<file path="config.mk">
export PLATFORM = sky130hd
export DESIGN_NAME = sis_core
export DESIGN_NICKNAME = d
export VERILOG_FILES = /design/src/hw/sis_pkg.sv /design/src/hw/sis_core.sv /design/src/hw/sis_irq_source.sv
export SDC_FILE = /design/constraint.sdc
export NUM_CORES = 1
export LEC_CHECK = 0
export BUFFER_PORTS_ARGS = -buffer_cell sky130_fd_sc_hd__buf_2
export CORE_ASPECT_RATIO = 0.5
export CORE_UTILIZATION = 52
export DETAILED_ROUTE_END_ITERATION = 12
export GPL_TIMING_DRIVEN = 0
export HOLD_SLACK_MARGIN = 0.1
export PLACE_DENSITY = 0.76
export SLEW_MARGIN = 10
export SYNTH_ARGS = -nofsm -noshare
export SYNTH_HDL_FRONTEND = slang
export SYNTH_HIERARCHICAL = 1
export SYNTH_SLANG_ARGS = --single-unit
</file>
<file path="constraint.sdc">
create_clock -name ref_clk_in -period 4.1 [get_ports ref_clk_in]
set_clock_uncertainty 0.15 [all_clocks]
set_input_delay 0.41 -clock ref_clk_in [delete_from_list [all_inputs] [get_ports ref_clk_in]]
set_output_delay 0.41 -clock ref_clk_in [all_outputs]
set_load 0.01 [all_outputs]
</file>
<file path="src/hw/sis_pkg.sv">
// Purpose: Shared constants for the stack and interrupt sequencer
// Assumes: Byte-addressed stack, one vector word per source
// Notes: I/O offsets are I/O-space addresses, not data addresses
package sis_pkg;
    localparam logic [5:0] SIS_IO_SP_LOW = 6'h3d;
    localparam logic [5:0] SIS_IO_SP_HIGH = 6'h3e;
    localparam logic [7:0] SIS_SP_RESET = 8'h00;
    localparam logic [15:0] SIS_STACK_MIN = 16'h0060;
    localparam int SIS_ENTRY_CYCLES = 4;
    localparam int SIS_WAKE_CYCLES = 4;
    localparam int SIS_EXIT_CYCLES = 4;
    localparam int SIS_VEC_STEP = 1;
    localparam logic [11:0] SIS_RESET_VECTOR = 12'h000;
    typedef enum logic [2:0] {
        SIS_RUN = 3'b000,
        SIS_WAKE = 3'b001,
        SIS_ENTRY = 3'b011,
        SIS_EXIT = 3'b010,
        SIS_GUARD = 3'b110
    } sis_state_t;
    typedef enum logic [2:0] {
        SIS_OP_NONE = 3'h0,
        SIS_OP_PUSH = 3'h1,
        SIS_OP_POP = 3'h2,
        SIS_OP_CALL = 3'h3,
        SIS_OP_RET = 3'h4,
        SIS_OP_IRET = 3'h5
    } sis_op_t;
endpackage : sis_pkg

</file>
<file path="src/hw/sis_core.sv">
// Purpose: Stack pointer and interrupt entry/return sequencing
// Assumes: Core runs straight off ref_clk_in, no division
// Notes: Instruction decode outside supplies one-cycle op strobes
// Operation
// - Push byte lowers stack pointer by one
// - Call or interrupt entry lowers pointer by two
// - Pop byte raises stack pointer by one
// - Return instructions raise stack pointer by two
// - Pointer is two I/O bytes, reset zero
// - Core clock is undivided chip clock
// - Register ALU operation completes in one cycle
// - Take interrupt only if both enables set
// - Vectors sit at lowest program addresses
// - Lowest vector index wins priority
// - Entry clears global enable, exit sets it
// - Vectoring or writing one clears flag
// - Flag set while disabled is remembered
// - Level sources request only while present
// - One instruction runs after exit first
// - Flags register never saved or restored
// - Global mask takes effect same cycle
// - Instruction after unmask runs before interrupt
// - Entry takes four cycles, pushes PC
// - Wake from sleep adds four cycles
// - Exit takes four cycles, pops PC
`timescale 1ns/10ps
module sis_core
    import sis_pkg::*;
#(
    parameter int N_SRC = 8,
    parameter logic [N_SRC-1:0] SRC_HAS_FLAG = '1,
    parameter int PC_W = 12
)
(
    input wire logic ref_clk_in,
    input wire logic rst_in,
    input wire logic [2:0] op_in,
    input wire logic insn_done_in,
    input wire logic set_gie_in,
    input wire logic clr_gie_in,
    input wire logic sleeping_in,
    input wire logic [PC_W-1:0] pc_in,
    input wire logic [N_SRC-1:0] cond_in,
    input wire logic [N_SRC-1:0] enable_in,
    input wire logic [N_SRC-1:0] flag_clear_in,
    input wire logic io_wr_in,
    input wire logic [5:0] io_addr_in,
    input wire logic [7:0] io_wdata_in,
    input wire logic [7:0] alu_a_in,
    input wire logic [7:0] alu_b_in,
    input wire logic alu_sub_in,
    input wire logic [7:0] mem_rdata_in,
    output logic [7:0] io_rdata_out,
    output logic [15:0] sp_out,
    output logic gie_out,
    output logic mem_we_out,
    output logic mem_re_out,
    output logic [15:0] mem_addr_out,
    output logic [7:0] mem_wdata_out,
    output logic pc_load_out,
    output logic [PC_W-1:0] pc_next_out,
    output logic stall_out,
    output logic [N_SRC-1:0] pending_out,
    output logic [7:0] alu_result_out
);
    localparam logic [1:0] ENTRY_LAST = 2'(SIS_ENTRY_CYCLES - 1);
    localparam logic [1:0] EXIT_LAST = 2'(SIS_EXIT_CYCLES - 1);
    localparam logic [1:0] WAKE_LAST = 2'(SIS_WAKE_CYCLES - 1);

    logic [7:0] sp_lo_reg;
    logic [7:0] sp_hi_reg;
    logic gie_reg;
    sis_state_t state_reg;
    logic [1:0] cnt_reg;
    logic [PC_W-1:0] save_pc_reg;
    logic [PC_W-1:0] ret_pc_reg;
    logic [PC_W-1:0] vec_reg;
    logic [N_SRC-1:0] served_reg;
    logic hold_reg;
    logic [N_SRC-1:0] req;
    logic [N_SRC-1:0] armed;
    logic any_armed;
    logic [$clog2(N_SRC+1)-1:0] win_idx;
    logic take;
    logic [15:0] sp;
    logic [15:0] sp_next;

    assign sp = {sp_hi_reg, sp_lo_reg};

    genvar g;
    generate
        for (g = 0; g < N_SRC; g++)
        begin : g_src
            sis_irq_source #(
                .HAS_FLAG(SRC_HAS_FLAG[g])
            ) u_src (
                .ref_clk_in(ref_clk_in),
                .rst_in(rst_in),
                .cond_in(cond_in[g]),
                .sw_clear_in(flag_clear_in[g]),
                .served_in(served_reg[g]),
                .req_out(req[g])
            );
        end
    endgenerate

    // Both enables needed; a mask in this cycle blocks at once
    assign armed = req & enable_in & {N_SRC{gie_reg && !clr_gie_in}};
    assign any_armed = |armed;

    // Lowest index is the lowest vector, so it wins
    always_comb
    begin
        win_idx = '0;
        for (int i = N_SRC - 1; i >= 0; i--)
            if (armed[i])
                win_idx = ($clog2(N_SRC+1))'(i);
    end

    // Hold_reg blocks entry for one instruction after unmask or exit
    assign take = any_armed && insn_done_in && !hold_reg
        && state_reg == SIS_RUN;

    always_comb
    begin
        sp_next = sp;
        unique case (op_in)
            SIS_OP_PUSH: sp_next = sp - 16'h0001;
            SIS_OP_POP: sp_next = sp + 16'h0001;
            SIS_OP_CALL: sp_next = sp - 16'h0002;
            SIS_OP_RET: sp_next = sp + 16'h0002;
            default: sp_next = sp;
        endcase
    end

    // Stack pointer bytes; core adjustments override same-cycle writes
    always_ff @(posedge ref_clk_in)
    begin
        if (rst_in)
        begin
            sp_lo_reg <= SIS_SP_RESET;
            sp_hi_reg <= SIS_SP_RESET;
        end
        else if (state_reg == SIS_ENTRY && cnt_reg < 2'd2)
        begin
            {sp_hi_reg, sp_lo_reg} <= sp - 16'h0001;
        end
        else if (state_reg == SIS_EXIT && cnt_reg < 2'd2)
        begin
            {sp_hi_reg, sp_lo_reg} <= sp + 16'h0001;
        end
        else if (op_in != SIS_OP_NONE && op_in != SIS_OP_IRET)
        begin
            {sp_hi_reg, sp_lo_reg} <= sp_next;
        end
        else if (io_wr_in)
        begin
            if (io_addr_in == SIS_IO_SP_LOW)
                sp_lo_reg <= io_wdata_in;
            if (io_addr_in == SIS_IO_SP_HIGH)
                sp_hi_reg <= io_wdata_in;
        end
    end

    always_ff @(posedge ref_clk_in)
    begin
        if (rst_in)
            io_rdata_out <= 8'h00;
        else if (io_addr_in == SIS_IO_SP_LOW)
            io_rdata_out <= sp_lo_reg;
        else if (io_addr_in == SIS_IO_SP_HIGH)
            io_rdata_out <= sp_hi_reg;
        else
            io_rdata_out <= 8'h00;
    end

    // Only the enable bit is touched; other status flags are left alone
    always_ff @(posedge ref_clk_in)
    begin
        if (rst_in)
            gie_reg <= 1'b0;
        else if (take || clr_gie_in)
            gie_reg <= 1'b0;
        else if (set_gie_in)
            gie_reg <= 1'b1;
        else if (state_reg == SIS_EXIT && cnt_reg == EXIT_LAST)
            gie_reg <= 1'b1;
    end

    always_ff @(posedge ref_clk_in)
    begin
        if (rst_in)
            hold_reg <= 1'b0;
        else if (set_gie_in && !gie_reg)
            hold_reg <= 1'b1;
        else if (state_reg == SIS_EXIT && cnt_reg == EXIT_LAST)
            hold_reg <= 1'b1;
        else if (insn_done_in)
            hold_reg <= 1'b0;
    end

    // Entry, wake and exit sequencing
    always_ff @(posedge ref_clk_in)
    begin
        if (rst_in)
        begin
            state_reg <= SIS_RUN;
            cnt_reg <= 2'd0;
            save_pc_reg <= '0;
            vec_reg <= SIS_RESET_VECTOR;
            served_reg <= '0;
        end
        else
        begin
            served_reg <= '0;
            unique case (state_reg)
                SIS_RUN:
                begin
                    cnt_reg <= 2'd0;
                    if (take)
                    begin
                        save_pc_reg <= pc_in;
                        vec_reg <= PC_W'(SIS_RESET_VECTOR)
                            + PC_W'((win_idx + 1) * SIS_VEC_STEP);
                        served_reg <= armed & (~armed + 1'b1);
                        state_reg <= sleeping_in ? SIS_WAKE : SIS_ENTRY;
                    end
                    else if (op_in == SIS_OP_IRET)
                        state_reg <= SIS_EXIT;
                end
                SIS_WAKE:
                begin
                    cnt_reg <= cnt_reg + 2'd1;
                    if (cnt_reg == WAKE_LAST)
                    begin
                        cnt_reg <= 2'd0;
                        state_reg <= SIS_ENTRY;
                    end
                end
                SIS_ENTRY:
                begin
                    cnt_reg <= cnt_reg + 2'd1;
                    if (cnt_reg == ENTRY_LAST)
                        state_reg <= SIS_GUARD;
                end
                SIS_EXIT:
                begin
                    cnt_reg <= cnt_reg + 2'd1;
                    if (cnt_reg == EXIT_LAST)
                        state_reg <= SIS_GUARD;
                end
                SIS_GUARD:
                begin
                    cnt_reg <= 2'd0;
                    state_reg <= SIS_RUN;
                end
                default: state_reg <= SIS_RUN;
            endcase
        end
    end

    // Return address gathered high byte first from the pop cycles
    always_ff @(posedge ref_clk_in)
    begin
        if (rst_in)
            ret_pc_reg <= '0;
        else if (state_reg == SIS_EXIT && cnt_reg == 2'd1)
            ret_pc_reg <= PC_W'({mem_rdata_in, 8'h00});
        else if (state_reg == SIS_EXIT && cnt_reg == 2'd2)
            ret_pc_reg <= ret_pc_reg | PC_W'(mem_rdata_in);
    end

    // Memory port: entry pushes low then high byte, exit pops high then low
    always_ff @(posedge ref_clk_in)
    begin
        if (rst_in)
        begin
            mem_we_out <= 1'b0;
            mem_re_out <= 1'b0;
            mem_addr_out <= 16'h0000;
            mem_wdata_out <= 8'h00;
        end
        else
        begin
            mem_we_out <= state_reg == SIS_ENTRY && cnt_reg < 2'd2;
            mem_re_out <= state_reg == SIS_EXIT && cnt_reg < 2'd2;
            mem_addr_out <= (state_reg == SIS_EXIT) ? sp + 16'h0001 : sp;
            mem_wdata_out <= (cnt_reg == 2'd0) ? 8'(save_pc_reg)
                : 8'(save_pc_reg >> 8);
        end
    end

    always_ff @(posedge ref_clk_in)
    begin
        if (rst_in)
        begin
            pc_load_out <= 1'b0;
            pc_next_out <= '0;
            stall_out <= 1'b0;
        end
        else
        begin
            pc_load_out <= 1'b0;
            if (state_reg == SIS_ENTRY && cnt_reg == ENTRY_LAST)
            begin
                pc_load_out <= 1'b1;
                pc_next_out <= vec_reg;
            end
            else if (state_reg == SIS_EXIT && cnt_reg == EXIT_LAST)
            begin
                pc_load_out <= 1'b1;
                pc_next_out <= ret_pc_reg;
            end
            stall_out <= take || state_reg == SIS_WAKE
                || (state_reg == SIS_ENTRY && cnt_reg != ENTRY_LAST)
                || (state_reg == SIS_RUN && op_in == SIS_OP_IRET)
                || (state_reg == SIS_EXIT && cnt_reg != EXIT_LAST);
        end
    end

    // Single-cycle ALU result, registered as the destination write
    always_ff @(posedge ref_clk_in)
    begin
        if (rst_in)
            alu_result_out <= 8'h00;
        else
            alu_result_out <= alu_sub_in ? alu_a_in - alu_b_in
                : alu_a_in + alu_b_in;
    end

    always_ff @(posedge ref_clk_in)
    begin
        if (rst_in)
        begin
            sp_out <= 16'h0000;
            gie_out <= 1'b0;
            pending_out <= '0;
        end
        else
        begin
            sp_out <= sp;
            gie_out <= gie_reg;
            pending_out <= req;
        end
    end
endmodule : sis_core

</file>
<file path="src/hw/sis_irq_source.sv">
// Purpose: One interrupt source: sticky flag or plain level request
// Assumes: Condition input is already on the core clock
// Notes: A set in the same cycle as any clear wins
`timescale 1ns/10ps
module sis_irq_source
    import sis_pkg::*;
#(
    parameter bit HAS_FLAG = 1'b1
)
(
    input wire logic ref_clk_in,
    input wire logic rst_in,
    input wire logic cond_in,
    input wire logic sw_clear_in,
    input wire logic served_in,
    output logic req_out
);
    logic flag_reg;

    always_ff @(posedge ref_clk_in)
    begin
        if (rst_in)
            flag_reg <= 1'b0;
        else if (cond_in)
            flag_reg <= 1'b1;
        else if (sw_clear_in || served_in)
            flag_reg <= 1'b0;
    end

    // Level sources request only while the condition stands
    assign req_out = HAS_FLAG ? flag_reg : cond_in;
endmodule : sis_irq_source

</file>
==> flow_metrics.tcl <==
set metrics [dict create \
    status "finished clean" \
    hpwl_mm 19.6 \
    vias_per_cell 5.94 \
    grt_antenna_before_repair 1 \
    ff2ff_path_depth 10 \
    area_growth_pct 24.6 \
    ctsHtreeMaxLevel 4 \
    ios 166 \
    min_period_over_period_pct 81.0 \
    die_w_um 177 \
    ant_nets 0 \
    fin_tns_setup_ns 0 \
    synthArstFlopShare_pct 0 \
    min_path_type "in -> reg" \
    hold_viol_final 0 \
    yosysUniqueCellTypes 80 \
    synth.top_cell.area_share_pct 37.2 \
    slew_headroom_pct 34.7 \
    critPathCaptureType "register" \
    cts_resized 0 \
    drive_above_1_share_pct 20.2 \
    drt_iter0_markers 969 \
    min_delay_path_depth 3 \
    synth_mux_area_share_pct 1.51 \
    setup_viol 0 \
    diodes 0 \
    grt_usage_pct 34.1 \
    synth-edff-count 0 \
    cp.arrival_ns 3.52 \
    routed_wl_mm 26.8 \
    cp_slowest_stage_delay_ns 0.54 \
    gp_congestion 0.974 \
    dr.pass1.iters 6 \
    vdd_drop_max_mv 0.257 \
    path_max_fanout 18 \
    slew_violations 0 \
    critPathKind "in -> reg" \
    fmax_mhz 301 \
    dieArea_um2 15800 \
    io_buffers 164 \
    syn-cell-area_um2 7960 \
    syn-num-nets 1080 \
    grt_pass1_vias 7719 \
    cts_setup_buffers 0 \
    worst_path_max_delay_cell "fa_1" \
    grt_max_degree 19 \
    cts_buffers 17 \
    cts_buffer_depth 2 \
    synth_compound_area_share_pct 21.3 \
    layoutNonFillerInstCount 1389 \
    worstSetupStartpointType "input port" \
    rsz0062_at_grt "false" \
    cp_num_buf_inv 3 \
    yosys_warnings 6 \
    synth_top_family_by_area "simple AND/OR/NAND/NOR gates" \
    cp_top_family "compound AO/OA/AOI/OAI gates" \
    synth_ff_type "dfxtp_1" \
    core_um2 14700 \
    drv_cap 0 \
    die_y_um 89.5 \
    synth_fa_ha_area_share_pct 5.22 \
    syn_avg_cell_area_um2 8.27 \
    finalWorstPathRequiredPeriod_ns 3.32 \
    synth_top_cells_by_count "dfxtp_1, nor2_1, nand2_1" \
    busiest_layer "met2" \
    synth_area_leaders "dfxtp_1, a21oi_1, nor2_1" \
    min_to "g_src[0].u_src/req_out$_SDFFE_PP0P_" \
    path_cells "buf_2 -> buf_2 -> nor3b_1 -> inv_1 -> fa_1 -> a211oi_1 -> o21ai_0 -> and3_1 -> a2111oi_0 -> o2111ai_1 -> o211ai_1" \
    drc 0 \
    wl_per_cell_um 19.3 \
    p_leak_nw 4.20 \
    syn_inst 963 \
    reg2reg_from "sp_lo_reg[0]$_SDFFE_PP0P_" \
    grt_pass1_wl_mm 41.1 \
    max_slew.worst_pin.slew_ns 0.971 \
    largestRegisters "mem_addr_out (16), sp_out (16)" \
    ff2ff_setup_slack_ns 0.90 \
    use_met2_pct 55.3 \
    use_met1_pct 44.9 \
    n_fill_cell 1213 \
    ctsRootBufferMaster "clkbuf_16" \
    rows 31 \
    holdWs_ns 0.107 \
    synth_top_area_cell "dfxtp_1" \
    hold_start "flag_clear_in[0]" \
    required_ns 4.29 \
    nets 1295 \
    synth_xor_area_share_pct 6.27 \
    synth_seq_area_share_pct 37.2 \
    clk_pin_slew_ns 0.07 \
    cts_tree "built" \
    crit_top_cell "buf_2" \
    r2r_end "sp_hi_reg[4]$_SDFFE_PP0P_" \
    grt_use_met3_pct 8.42 \
    overflow 0 \
    cts.sinks 148 \
    placedCellCount 1325 \
    initial_core_util_pct 54.1 \
    powerDensity_nw_per_um2 468 \
    yosysMostFrequentCell "dfxtp_1" \
    via_count 8246 \
    ys_seq_elements 148 \
    clk_latency_ns 0.42 \
    synth-simple-area-share_pct 23.3 \
]
==> stage by stage <==
stage	total power, W	instance area, µm²	util (%)	setup slack [ns]
after floorplan	0.00264	7960	-	0.989
after global placement	0.00307	9030	61.4	0.447
after detailed placement	0.00308	9030	61.4	0.389
final	0.00464	9920	67.5	0.778
after global routing	0.00485	9920	67.5	0.396
after CTS	0.00459	9920	67.5	0.800
==> timing repair <==
item	4_1_cts	5_1_grt
hold buffers	32	0
setup endpoints to repair	0	0
endpoints found under the hold margin	30	0
==> tightest hold or removal path, cell delays in order <==
cell and delay [ns]:
buf_2 0.08, or3b_1 0.09, a21oi_1 0.06
==> cell type report <==
type	count	area (µm²)	share of cell area, %
Multi-Input combinational cell	717	4590	46.3
Sequential cell	148	2960	29.9
Timing Repair Buffer	196	1140	11.5
Clock buffer	17	425	4.29
Buffer	64	282	2.84
Tap cell	198	248	2.50
Clock inverter	15	143	1.44
Inverter	34	128	1.29
==> metal layers <==
metal / vias to the layer above / part of all wire [%]
met5: - / 0.048
met4: 2 / 1.7
met3: 44 / 9.3
met2: 368 / 45
met1: 3966 / 44
li1: 3866 / -
==> placed cells by master (no fill, tap or decap), types with 14 or more instances in the layout <==
cell	count
nor2_1	106
o21ai_0	34
buf_2	178
xor2_1	20
a21oi_1	84
nor3_1	22
clkbuf_1	37
ha_1	30
nand2_1	91
clkbuf_16	17
dfxtp_1	148
nand3_1	20
inv_1	34
a211oi_1	14
nor2b_1	28
dlygate4sd3_1	32
xnor2_1	37
==> worst max-delay path by stage <==
stage | startpoint | cells after the start | slack, ns | end
floorplan | op_in[2] | 10 | 0.99 | sp_hi_reg[7]$_SDFFE_PP0P_
finish | op_in[2] | 11 | 0.78 | sp_hi_reg[7]$_SDFFE_PP0P_
CTS | op_in[2] | 11 | 0.80 | sp_hi_reg[7]$_SDFFE_PP0P_
detailed placement | op_in[2] | 11 | 0.39 | sp_hi_reg[7]$_SDFFE_PP0P_
global placement | op_in[2] | 11 | 0.45 | sp_hi_reg[7]$_SDFFE_PP0P_
global route | op_in[2] | 11 | 0.40 | sp_hi_reg[7]$_SDFFE_PP0P_
==> report_power, final <==
| group | internal, W | switching, W | leakage (nW) |
|---|---|---|---|
| sequential | 0.00154 | 0.0000743 | 1.21 |
| clock | 0.000800 | 0.000708 | 0.266 |
| combinational | 0.000591 | 0.000921 | 2.73 |
| total | 0.00294 | 0.00170 | 4.20 |
==> logic make-up (layout without fill, tap and decap cells) <==
kind of cell / after synthesis / after routing
AO/OA/AOI/OAI: 254 / 254
XOR/XNOR: 57 / 57
adder cells (fa/ha/maj): 32 / 32
buffers and inverters: 98 / 326
flip-flops: 148 / 148
multiplexers: 12 / 12
AND/OR/NAND/NOR: 362 / 362
Note: power is estimated with default switching activity, not from simulation.
